**src/rtl/iop_pkg.sv**
```systemverilog
package iop_pkg;

    // Bus geometry
    localparam int unsigned AXI_ADDR_W = 8;
    localparam int unsigned IDX_W = 6;

    // Register indices; byte address is four times the index
    localparam logic [5:0] IDX_PORT0 = 6'h00;
    localparam logic [5:0] IDX_PORT1 = 6'h01;
    localparam logic [5:0] IDX_PORT2_DIR = 6'h02;
    localparam logic [5:0] IDX_PORT2 = 6'h03;
    localparam logic [5:0] IDX_PORT3 = 6'h04;
    localparam logic [5:0] IDX_PORT4 = 6'h05;
    localparam logic [5:0] IDX_SYNC_CTRL = 6'h07;
    localparam logic [5:0] IDX_FREE_RUN = 6'h0c;
    localparam logic [5:0] IDX_PWM_EN = 6'h0f;
    localparam logic [5:0] IDX_ADC_EN = 6'h10;
    localparam logic [5:0] IDX_NMI_EN = 6'h18;
    localparam logic [5:0] IDX_IRQ2_EN = 6'h1b;
    localparam logic [5:0] IDX_SER0_CTRL = 6'h28;
    localparam logic [5:0] IDX_SER1_CTRL = 6'h29;
    localparam logic [5:0] IDX_OUT_FUNC = 6'h30;

    // Reset values
    localparam logic [7:0] RST_PORT0 = 8'hff;
    localparam logic [6:0] RST_PORT1 = 7'h7f;
    localparam logic [7:0] RST_PORT2_DIR = 8'hff;
    localparam logic [7:0] RST_PORT2 = 8'hff;
    localparam logic [1:0] RST_PORT3 = 2'h3;
    localparam logic [1:0] RST_PORT4 = 2'h3;
    localparam logic [1:0] RST_SYNC_EN = 2'h3;
    localparam logic [1:0] RST_SYNC_POL = 2'h3;
    localparam logic [7:0] RST_FREE_RUN = 8'hff;
    localparam logic [5:0] RST_PWM_EN = 6'h3f;
    localparam logic [7:0] RST_ADC_EN = 8'hff;
    localparam logic [7:0] RST_NMI_EN = 8'h00;
    localparam logic [7:0] RST_IRQ2_EN = 8'h00;
    localparam logic [7:0] RST_SER_CTRL = 8'hff;
    localparam logic [7:0] RST_OUT_FUNC = 8'hff;

    // Field positions
    localparam int unsigned SYNC_HOUT_SEL_BIT = 7;
    localparam int unsigned SYNC_VOUT_SEL_BIT = 6;
    localparam int unsigned SYNC_HIN_BIT = 5;
    localparam int unsigned SYNC_VIN_BIT = 4;
    localparam int unsigned SYNC_HORIZONTAL_INPUT_POLARITY_BIT = 3;
    localparam int unsigned SYNC_VERTICAL_INPUT_POLARITY_BIT = 2;
    localparam int unsigned FREE_PAT_BIT = 7;
    localparam logic [2:0] FREE_FREQ_OFF = 3'h7;
    localparam int unsigned NMI_EXT0_BIT = 1;
    localparam int unsigned IRQ2_EXT1_BIT = 1;
    localparam int unsigned SER_SEL_BIT = 7;
    localparam int unsigned OUT_HALF_BIT = 0;

    // Port widths
    localparam int unsigned PORT1_W = 7;
    localparam int unsigned PWM_PINS = 6;

    // Bus responses
    localparam logic [1:0] RESP_OKAY = 2'b00;
    localparam logic [1:0] RESP_SLVERR = 2'b10;

endpackage : iop_pkg

```
**src/rtl/iop_ports.sv**
```systemverilog
// Functional notes
// RULE1 - Port0 quasi-bidirectional: latch drives, ones pulled up
// RULE2 - Port0 data resets to all ones
// RULE3 - Port0 pins 0-5 become PWM when enable low
// RULE4 - Port0 pins 6,7 become sync outputs when low
// RULE5 - Port1 seven-bit quasi port, resets all high
// RULE6 - Port1 pins 0,1 become analog inputs when cleared
// RULE7 - Half-frequency select low: pin3 input, pin2 output
// RULE8 - Pattern output on pin4 when cleared and free-running
// RULE9 - Pins 5,6 feed external interrupts when enabled
// RULE10 - Port2 direction zero outputs latch, one inputs
// RULE11 - Port2 direction and data reset to ones
// RULE12 - Port3 two-bit open-drain, released after reset
// RULE13 - Serial0 select low routes port3 to SDA/SCL
// RULE14 - Port4 two-bit quasi port, outputs high at reset
// RULE15 - Sync register reads live levels and polarities
// RULE16 - Data latches keep value while pins borrowed
//
// Added by the designer: the AXI4-Lite slave port.
module iop_ports
    import iop_pkg::*;
(
    // Clock and reset
    input wire logic clk,
    input wire logic rst_b,
    // AXI4-Lite slave
    input wire logic awvalid,
    output logic awready,
    input wire logic [AXI_ADDR_W-1:0] awaddr,
    input wire logic [2:0] awprot,
    input wire logic wvalid,
    output logic wready,
    input wire logic [31:0] wdata,
    input wire logic [3:0] wstrb,
    output logic bvalid,
    input wire logic bready,
    output logic [1:0] bresp,
    input wire logic arvalid,
    output logic arready,
    input wire logic [AXI_ADDR_W-1:0] araddr,
    input wire logic [2:0] arprot,
    output logic rvalid,
    input wire logic rready,
    output logic [31:0] rdata,
    output logic [1:0] rresp,
    // Port0 pins
    input wire logic [7:0] p0In,
    output logic [7:0] p0Out,
    output logic [7:0] p0Oe,
    output logic [7:0] p0PullUp,
    // Port1 pins
    input wire logic [PORT1_W-1:0] p1In,
    output logic [PORT1_W-1:0] p1Out,
    output logic [PORT1_W-1:0] p1Oe,
    output logic [PORT1_W-1:0] p1PullUp,
    // Port2 pins
    input wire logic [7:0] p2In,
    output logic [7:0] p2Out,
    output logic [7:0] p2Oe,
    output logic [7:0] p2PullUp,
    // Port3 open-drain pins
    input wire logic [1:0] p3In,
    output logic [1:0] p3Out,
    output logic [1:0] p3Oe,
    // Port4 pins
    input wire logic [1:0] p4In,
    output logic [1:0] p4Out,
    output logic [1:0] p4Oe,
    output logic [1:0] p4PullUp,
    // Alternate function sources
    input wire logic [PWM_PINS-1:0] pwmOut,
    input wire logic vsyncOut,
    input wire logic hsyncOut,
    input wire logic halfFreqOut,
    input wire logic patternOut,
    input wire logic serial0DataLow,
    input wire logic serial0ClockLow,
    // Sync processor status
    input wire logic hsyncInLevel,
    input wire logic vsyncInLevel,
    input wire logic hsyncInPol,
    input wire logic vsyncInPol,
    // Alternate function sinks and controls
    output logic [1:0] analogInSel,
    output logic halfFreqIn,
    output logic [1:0] extIntLevel,
    output logic serial0DataIn,
    output logic serial0ClockIn,
    output logic hsyncOutPol,
    output logic vsyncOutPol,
    output logic hsyncOutSel,
    output logic vsyncOutSel,
    output logic [2:0] freeRunFreq,
    output logic patternActive,
    output logic [7:0] adcEnable,
    output logic [7:0] nmiEnable,
    output logic [7:0] irq2Enable,
    output logic [7:0] serial1Control
);

    // Register state
    logic [7:0] port0Q;
    logic [PORT1_W-1:0] port1Q;
    logic [7:0] port2DirQ;
    logic [7:0] port2Q;
    logic [1:0] port3Q;
    logic [1:0] port4Q;
    logic [1:0] syncSelQ;
    logic [1:0] syncPolQ;
    logic [7:0] freeRunQ;
    logic [PWM_PINS-1:0] pwmEnQ;
    logic [7:0] adcEnQ;
    logic [7:0] nmiEnQ;
    logic [7:0] irq2EnQ;
    logic [7:0] ser0Q;
    logic [7:0] ser1Q;
    logic [7:0] outFuncQ;

    // Bus channel state
    logic awHeldQ;
    logic wHeldQ;
    logic [IDX_W-1:0] wrIdxQ;
    logic [7:0] wrDataQ;
    logic wrStrbQ;
    logic bvalidQ;
    logic [1:0] brespQ;
    logic rvalidQ;
    logic [31:0] rdataQ;
    logic [1:0] rrespQ;
    logic wrDo;
    logic wrEn;

    function automatic logic isMapped(input logic [IDX_W-1:0] idx);
        logic hit;
        hit = 1'b0;
        if (idx == IDX_PORT0) begin
            hit = 1'b1;
        end else if (idx == IDX_PORT1 || idx == IDX_PORT2_DIR || idx == IDX_PORT2) begin
            hit = 1'b1;
        end else if (idx == IDX_PORT3 || idx == IDX_PORT4 || idx == IDX_SYNC_CTRL) begin
            hit = 1'b1;
        end else if (idx == IDX_FREE_RUN || idx == IDX_PWM_EN || idx == IDX_ADC_EN) begin
            hit = 1'b1;
        end else if (idx == IDX_NMI_EN || idx == IDX_IRQ2_EN || idx == IDX_SER0_CTRL) begin
            hit = 1'b1;
        end else if (idx == IDX_SER1_CTRL || idx == IDX_OUT_FUNC) begin
            hit = 1'b1;
        end
        return hit;
    endfunction : isMapped

    // Write address and data taken in either order, one write in flight
    assign awready = !awHeldQ && !bvalidQ;
    assign wready = !wHeldQ && !bvalidQ;
    assign wrDo = awHeldQ && wHeldQ;
    assign wrEn = wrDo && wrStrbQ && isMapped(wrIdxQ);

    always_ff @(posedge clk) begin
        if (!rst_b) begin
            awHeldQ <= 1'b0;
            wHeldQ <= 1'b0;
            wrIdxQ <= '0;
            wrDataQ <= 8'h00;
            wrStrbQ <= 1'b0;
            bvalidQ <= 1'b0;
            brespQ <= RESP_OKAY;
        end else begin
            if (awvalid && awready) begin
                awHeldQ <= 1'b1;
                wrIdxQ <= awaddr[AXI_ADDR_W-1:2];
            end
            if (wvalid && wready) begin
                wHeldQ <= 1'b1;
                wrDataQ <= wdata[7:0];
                wrStrbQ <= wstrb[0];
            end
            if (wrDo) begin
                awHeldQ <= 1'b0;
                wHeldQ <= 1'b0;
                bvalidQ <= 1'b1;
                brespQ <= isMapped(wrIdxQ) ? RESP_OKAY : RESP_SLVERR;
            end else if (bvalidQ && bready) begin
                bvalidQ <= 1'b0;
            end
        end
    end

    assign bvalid = bvalidQ;
    assign bresp = brespQ;

    // Latches change only on their own write, never on mode changes
    always_ff @(posedge clk) begin
        if (!rst_b) begin
            port0Q <= RST_PORT0; // RULE2
            port1Q <= RST_PORT1; // RULE5
            port2DirQ <= RST_PORT2_DIR; // RULE11
            port2Q <= RST_PORT2; // RULE11
            port3Q <= RST_PORT3; // RULE12
            port4Q <= RST_PORT4; // RULE14
            syncSelQ <= RST_SYNC_EN;
            syncPolQ <= RST_SYNC_POL;
            freeRunQ <= RST_FREE_RUN;
            pwmEnQ <= RST_PWM_EN;
            adcEnQ <= RST_ADC_EN;
            nmiEnQ <= RST_NMI_EN;
            irq2EnQ <= RST_IRQ2_EN;
            ser0Q <= RST_SER_CTRL;
            ser1Q <= RST_SER_CTRL;
            outFuncQ <= RST_OUT_FUNC;
        end else if (wrEn) begin
            if (wrIdxQ == IDX_PORT0) begin
                port0Q <= wrDataQ;
            end else if (wrIdxQ == IDX_PORT1) begin
                port1Q <= wrDataQ[PORT1_W-1:0];
            end else if (wrIdxQ == IDX_PORT2_DIR) begin
                port2DirQ <= wrDataQ;
            end else if (wrIdxQ == IDX_PORT2) begin
                port2Q <= wrDataQ;
            end else if (wrIdxQ == IDX_PORT3) begin
                port3Q <= wrDataQ[1:0];
            end else if (wrIdxQ == IDX_PORT4) begin
                port4Q <= wrDataQ[1:0];
            end else if (wrIdxQ == IDX_SYNC_CTRL) begin
                syncSelQ <= wrDataQ[SYNC_HOUT_SEL_BIT:SYNC_VOUT_SEL_BIT];
                syncPolQ <= wrDataQ[1:0]; // RULE15
            end else if (wrIdxQ == IDX_FREE_RUN) begin
                freeRunQ <= wrDataQ;
            end else if (wrIdxQ == IDX_PWM_EN) begin
                pwmEnQ <= wrDataQ[PWM_PINS-1:0];
            end else if (wrIdxQ == IDX_ADC_EN) begin
                adcEnQ <= wrDataQ;
            end else if (wrIdxQ == IDX_NMI_EN) begin
                nmiEnQ <= wrDataQ;
            end else if (wrIdxQ == IDX_IRQ2_EN) begin
                irq2EnQ <= wrDataQ;
            end else if (wrIdxQ == IDX_SER0_CTRL) begin
                ser0Q <= wrDataQ;
            end else if (wrIdxQ == IDX_SER1_CTRL) begin
                ser1Q <= wrDataQ;
            end else if (wrIdxQ == IDX_OUT_FUNC) begin
                outFuncQ <= wrDataQ;
            end
        end
    end

    // Read side: port registers return pin levels, write-only ones zero
    function automatic logic [7:0] readMux(input logic [IDX_W-1:0] idx);
        logic [7:0] val;
        val = 8'h00;
        if (idx == IDX_PORT0) begin
            val = p0In;
        end else if (idx == IDX_PORT1) begin
            val = {1'b0, p1In};
        end else if (idx == IDX_PORT2) begin
            val = p2In;
        end else if (idx == IDX_PORT3) begin
            val = {6'h00, p3In};
        end else if (idx == IDX_PORT4) begin
            val = {6'h00, p4In};
        end else if (idx == IDX_SYNC_CTRL) begin
            val = {2'b00, hsyncInLevel, vsyncInLevel, hsyncInPol, vsyncInPol, syncPolQ}; // RULE15
        end else if (idx == IDX_NMI_EN) begin
            val = nmiEnQ;
        end else if (idx == IDX_IRQ2_EN) begin
            val = irq2EnQ;
        end else if (idx == IDX_SER1_CTRL) begin
            val = ser1Q;
        end else if (idx == IDX_SER0_CTRL) begin
            val = ser0Q;
        end else if (idx == IDX_OUT_FUNC) begin
            val = outFuncQ;
        end
        return val;
    endfunction : readMux

    assign arready = !rvalidQ;

    always_ff @(posedge clk) begin
        if (!rst_b) begin
            rvalidQ <= 1'b0;
            rdataQ <= 32'h0000_0000;
            rrespQ <= RESP_OKAY;
        end else if (arvalid && arready) begin
            rvalidQ <= 1'b1;
            rdataQ <= {24'h00_0000, readMux(araddr[AXI_ADDR_W-1:2])};
            rrespQ <= isMapped(araddr[AXI_ADDR_W-1:2]) ? RESP_OKAY : RESP_SLVERR;
        end else if (rvalidQ && rready) begin
            rvalidQ <= 1'b0;
        end
    end

    assign rvalid = rvalidQ;
    assign rdata = rdataQ;
    assign rresp = rrespQ;

    // Pin selections
    logic halfSel;
    logic patSel;
    logic ser0Sel;
    assign halfSel = !outFuncQ[OUT_HALF_BIT];
    assign patSel = !freeRunQ[FREE_PAT_BIT] && (freeRunQ[2:0] != FREE_FREQ_OFF); // RULE8
    assign ser0Sel = !ser0Q[SER_SEL_BIT];

    // Port0: quasi pins, with PWM and sync borrowing
    genvar gi;
    generate
        for (gi = 0; gi < 8; gi++) begin : g_port0
            logic altOn;
            logic altVal;
            if (gi < PWM_PINS) begin : g_pwm
                assign altOn = !pwmEnQ[gi]; // RULE3
                assign altVal = pwmOut[gi];
            end else if (gi == 6) begin : g_vsync
                assign altOn = !syncSelQ[0]; // RULE4
                assign altVal = vsyncOut;
            end else begin : g_hsync
                assign altOn = !syncSelQ[1]; // RULE4
                assign altVal = hsyncOut;
            end
            assign p0Out[gi] = altOn ? altVal : 1'b0;
            assign p0Oe[gi] = altOn ? 1'b1 : !port0Q[gi]; // RULE1
            assign p0PullUp[gi] = altOn ? 1'b0 : port0Q[gi]; // RULE1
        end
    endgenerate

    // Port1: analog, half frequency, pattern and interrupt borrowing
    logic [PORT1_W-1:0] p1Alt;
    logic [PORT1_W-1:0] p1AltDrive;
    logic [PORT1_W-1:0] p1AltVal;
    always_comb begin
        p1Alt = '0;
        p1AltDrive = '0;
        p1AltVal = '0;
        p1Alt[1:0] = ~adcEnQ[1:0]; // RULE6
        p1Alt[2] = halfSel; // RULE7
        p1AltDrive[2] = halfSel;
        p1AltVal[2] = halfFreqOut;
        p1Alt[3] = halfSel; // RULE7
        p1Alt[4] = patSel; // RULE8
        p1AltDrive[4] = patSel;
        p1AltVal[4] = patternOut;
        p1Alt[5] = nmiEnQ[NMI_EXT0_BIT]; // RULE9
        p1Alt[6] = irq2EnQ[IRQ2_EXT1_BIT]; // RULE9
    end

    // Input-only alternates float: no drive, no pull-up
    assign p1Out = p1AltVal & p1AltDrive;
    assign p1Oe = (p1Alt & p1AltDrive) | (~p1Alt & ~port1Q); // RULE5
    assign p1PullUp = ~p1Alt & port1Q; // RULE5
    assign analogInSel = ~adcEnQ[1:0];
    assign halfFreqIn = halfSel & p1In[3];
    assign extIntLevel = p1Alt[6:5] & p1In[6:5];

    // Port2: push-pull output where direction is zero
    assign p2Oe = ~port2DirQ; // RULE10
    assign p2Out = port2Q & ~port2DirQ; // RULE10
    assign p2PullUp = port2DirQ; // RULE10

    // Port3: only ever pulls low; board pull-ups make the high level
    assign p3Out = 2'b00; // RULE12
    assign p3Oe = ser0Sel ? {serial0ClockLow, serial0DataLow} : ~port3Q; // RULE13
    assign serial0DataIn = p3In[0];
    assign serial0ClockIn = p3In[1];

    // Port4: quasi pins, no alternates
    assign p4Out = 2'b00;
    assign p4Oe = ~port4Q; // RULE14
    assign p4PullUp = port4Q; // RULE14

    // Controls to neighbouring blocks
    assign hsyncOutPol = syncPolQ[1];
    assign vsyncOutPol = syncPolQ[0];
    assign hsyncOutSel = !syncSelQ[1];
    assign vsyncOutSel = !syncSelQ[0];
    assign freeRunFreq = freeRunQ[2:0];
    assign patternActive = patSel;
    assign adcEnable = adcEnQ;
    assign nmiEnable = nmiEnQ;
    assign irq2Enable = irq2EnQ;
    assign serial1Control = ser1Q;
endmodule : iop_ports

```
**config.mk**
```make
export PLATFORM = sky130hd
export DESIGN_NAME = iop_ports
export DESIGN_NICKNAME = d
export VERILOG_FILES = /design/src/rtl/iop_pkg.sv /design/src/rtl/iop_ports.sv
export SDC_FILE = /design/constraint.sdc
export NUM_CORES = 1
export LEC_CHECK = 0
export ABC_AREA = 1
export BUFFER_PORTS_ARGS = -buffer_cell sky130_fd_sc_hd__buf_2
export CORE_UTILIZATION = 48
export DETAILED_ROUTE_END_ITERATION = 6
export PLACE_DENSITY = 0.87
export REMOVE_ABC_BUFFERS = 1
export SETUP_SLACK_MARGIN = 0.1
export SLEW_MARGIN = 20
export SYNTH_ARGS = -nofsm -noshare
export SYNTH_HDL_FRONTEND = slang
export SYNTH_SLANG_ARGS = --single-unit
```
**constraint.sdc**
```tcl
create_clock -name clk -period 2.5 [get_ports clk]
set_clock_uncertainty 0.05 [all_clocks]
set_input_delay 0.5 -clock clk [delete_from_list [all_inputs] [get_ports clk]]
set_output_delay 0.5 -clock clk [all_outputs]
set_load 0.02 [all_outputs]
```
==> impl_metrics.ini <==
[run_status]
status = complete, no violations

[synthesis]
synth_fa_ha_area_share_pct = 0
syn-instance-count = 957
synth_top_cell_area_share_pct = 40.5
syn-cell-area_sq_mm = 0.00623
synthSimpleGateAreaFrac_pct = 37.7
synth_compound_area_share_pct = 6.97
ys_ff_latch = 126
synth_area_leaders = dfxtp_1, nand2_1, nand3_1
yosysUniqueCellTypes = 26
avgSynthCellArea_sq_um = 6.51
synthXorXnorAreaFrac_pct = 0
ys_seq_area_share_pct = 40.5
synth_top_family_by_area = simple AND/OR/NAND/NOR gates
async_reset_ff_share_pct = 0
synth_edf_count = 0
ys_warn_count = 0
synth_top_area_cell = dfxtp_1
ys.flop_type = dfxtp_1
yosys-mux-area-fraction_pct = 0

[clock_network]
clock_sinks = 126
cts_root_buf = clkbuf_16
clkTransAtPathRegs_ns = 0.05
cts_max_path_buffers = 2
cts_setup_buffers = 0
cts_made_buffers = 17
insertion_delay_ns = 0.41
cts_tree = built
htreeDepth = 4

[global_routing]
grt_max_degree = 96
antenna_found_initial = 0
track_usage_pct = 26.5
grt-ovfl-total = 0
grt_pass1_wl_mm = 27.6
grt_pass1_vias = 5715

[critical_path]
crit_type = reg -> reg
endpoint = port1Q[4]
path_cells = nor2_1 > nand3_1 > nand2_1 > nor2_1 > nand2_1 > nor2_2 > nand3_2 > nand2_8 > nor2_4 > inv_1 > nand2_1 > nand3_1
critical_path_arrival_ns = 2.45
crit_start = wrIdxQ[1]
r2r-start = wrIdxQ[1]
path_buf_inv = 1
critical_path.top_delay_family = simple AND/OR/NAND/NOR gates
crit_path_start_kind = flip-flop
r2r_cells = 12
max_stage_delay_ns = 0.36
crit_fanout = 10
worst-r2r-setup-slack_ns = 0.29
r2r_end = port1Q[4]
cp.depth = 12
worstSetupEndpointType = flip-flop
cp_slowest_cell = dfxtp_1
cp.required_ns = 2.74
cpMostUsedCell = nand2_1

[floorplan]
core-area_sq_mm = 0.0126
die_w_um = 116
die_y_um = 116
ios = 275
num_rows = 41
initial_core_util_pct = 49.4
die_area_sq_mm = 0.0134

[placement]
io_buffer_count = 202
place_congestion = 0.968
placedCellCount = 1309
dpl.hpwl_mm = 12.8

[pwr]
p_per_area_mw_per_mm2 = 624
peakVddDrop_mv = 0.358
power_w = 0.00491
leakagePower_nw = 4.55

[route]
drtAntennaViolNets = 0
drt_pass1_iterations = 5
drt_iter0_drc = 564
routed_wl_mm = 17.8
drc = 0
viasPerCell = 4.99
via_count = 6682
routedWlPerCell_um = 13.3

[timing]
drv_slew = 0
rsz0062_at_grt = yes
max_freq_mhz = 452
maxSlewHeadroom_pct = 55.5
fin_crit_ns = 2.21
setup_viol = 0
worstMarginPinSlew_ns = 0.666
finalCritPeriodShare_pct = 88.5
final_hold_viol_count = 0
tns_ns = 0
holdWs_ns = 0.290

[finish]
instances_no_fill = 1340
fin_util_pct = 62.3
areaGrowthSynthToFinish_pct = 26.2
antennaDiodeCount = 0
nets = 1264
drive_above_1_share_pct = 23.2

[worst_hold_path]
hold_path.class = in -> reg

[run]
drv_cap = 0
state kept, by name, summed over array words and instances, names as in the netlist, 2 cells and up:
register,count
port2Q,8
nmiEnable,8
pwmEnQ,6
p4PullUp,2
ser0Q,8
syncSelQ,2
adcEnable,8
wrIdxQ,6
rdata,8
p2PullUp,8
freeRunQ,4
port1Q,7
port0Q,8
port3Q,2
outFuncQ,8
serial1Control,8
irq2Enable,8
wrDataQ,8
syncPolQ,2
how the worst min path moves through the flow:
stage	startpoint	to	cells past startpoint
finish	rready	rvalid	3
global route	rready	rvalid	3
CTS	rready	rvalid	3
detailed placement	adcEnable[2]	adcEnable[2]	2
global placement	adcEnable[3]	adcEnable[3]	2
floorplan	port3Q[0]	port3Q[0]	2
where the power goes:
group | internal [W] | total (W) | leakage (nW) | switching (W)
clock | 0.00148 | 0.00234 | 0.285 | 0.000857
combinational | 0.000132 | 0.000454 | 3.24 | 0.000322
sequential | 0.00205 | 0.00212 | 1.02 | 0.0000689
kinds of logic (layout without fill, tap and decap cells):
| family | count (synthesis) | count (layout) |
|---|---|---|
| AOI/OAI and AO/OA | 80 | 80 |
| buffers and inverters | 206 | 383 |
| DFF | 126 | 126 |
| other | 1 | 35 |
| and+or+nand+nor | 544 | 544 |
cells in the mapped netlist, types with 7 or more instances:
cell	number
a21oi_1	33
buf_4	40
clkbuf_1	22
dfxtp_1	126
inv_1	130
nand2_1	273
nand3_1	115
nand4_1	22
nor2_1	107
nor2_2	7
o211ai_1	9
o21ai_0	35
or2_2	8
worst register-to-register path, delay by kind of cell (launching register included):
family	cells	cell delay [ns]
simple gates	11	1.49
buf+inv	1	0.19
flops	1	0.36
metrics by stage:
stage / cell area, sq um / worst slack (ns)
4_1_cts: 7850 / 0.232
3_5_place_dp: 7290 / 0.244
3_3_place_gp: 7290 / 0.276
6_report: 7870 / 0.287
2_1_floorplan: 5950 / 0.361
5_1_grt: 7870 / 0.0892
final cells by class:
class	instances	area [sq um]
sequential	126	2520
clock buffer	24	502
multi-input combinational	659	2930
fill	1165	4750
timing repair buffer	215	1120
inverter	137	514
tap	172	215
clock inverter	7	60.1
routing by layer:
| metal | part of all wire (%) | GRT usage (%) | vias to the layer above |
|---|---|---|---|
| li1 | - | - | 3322 |
| met2 | 47 | 42.3 | 323 |
| met5 | 0 | 0 | - |
| met4 | 3.0 | 13.0 | 0 |
| met3 | 8.7 | 6.43 | 49 |
| met1 | 42 | 33.5 | 2988 |
placed cells by master (no fill, tap or decap), drive strengths merged:
master and n:
and3 1, conb 35, inv 136, o211ai 9
a221oi 2, nand2 274, nand4 22, or2 8
a21oi 33, dfxtp 126, o2111ai 1, clkbuf 24
buf 215, nor2 117, nor3 5, o21ai 35
clkinv 7, nand3 117, bufinv 1
what timing repair did:
| action | CTS | global route |
|---|---|---|
| gates resized for setup | 0 | 3 |
| setup endpoints to repair | 0 | 24 |
| hold buffers | 0 | 0 |
(Power assumes the default switching activity.)
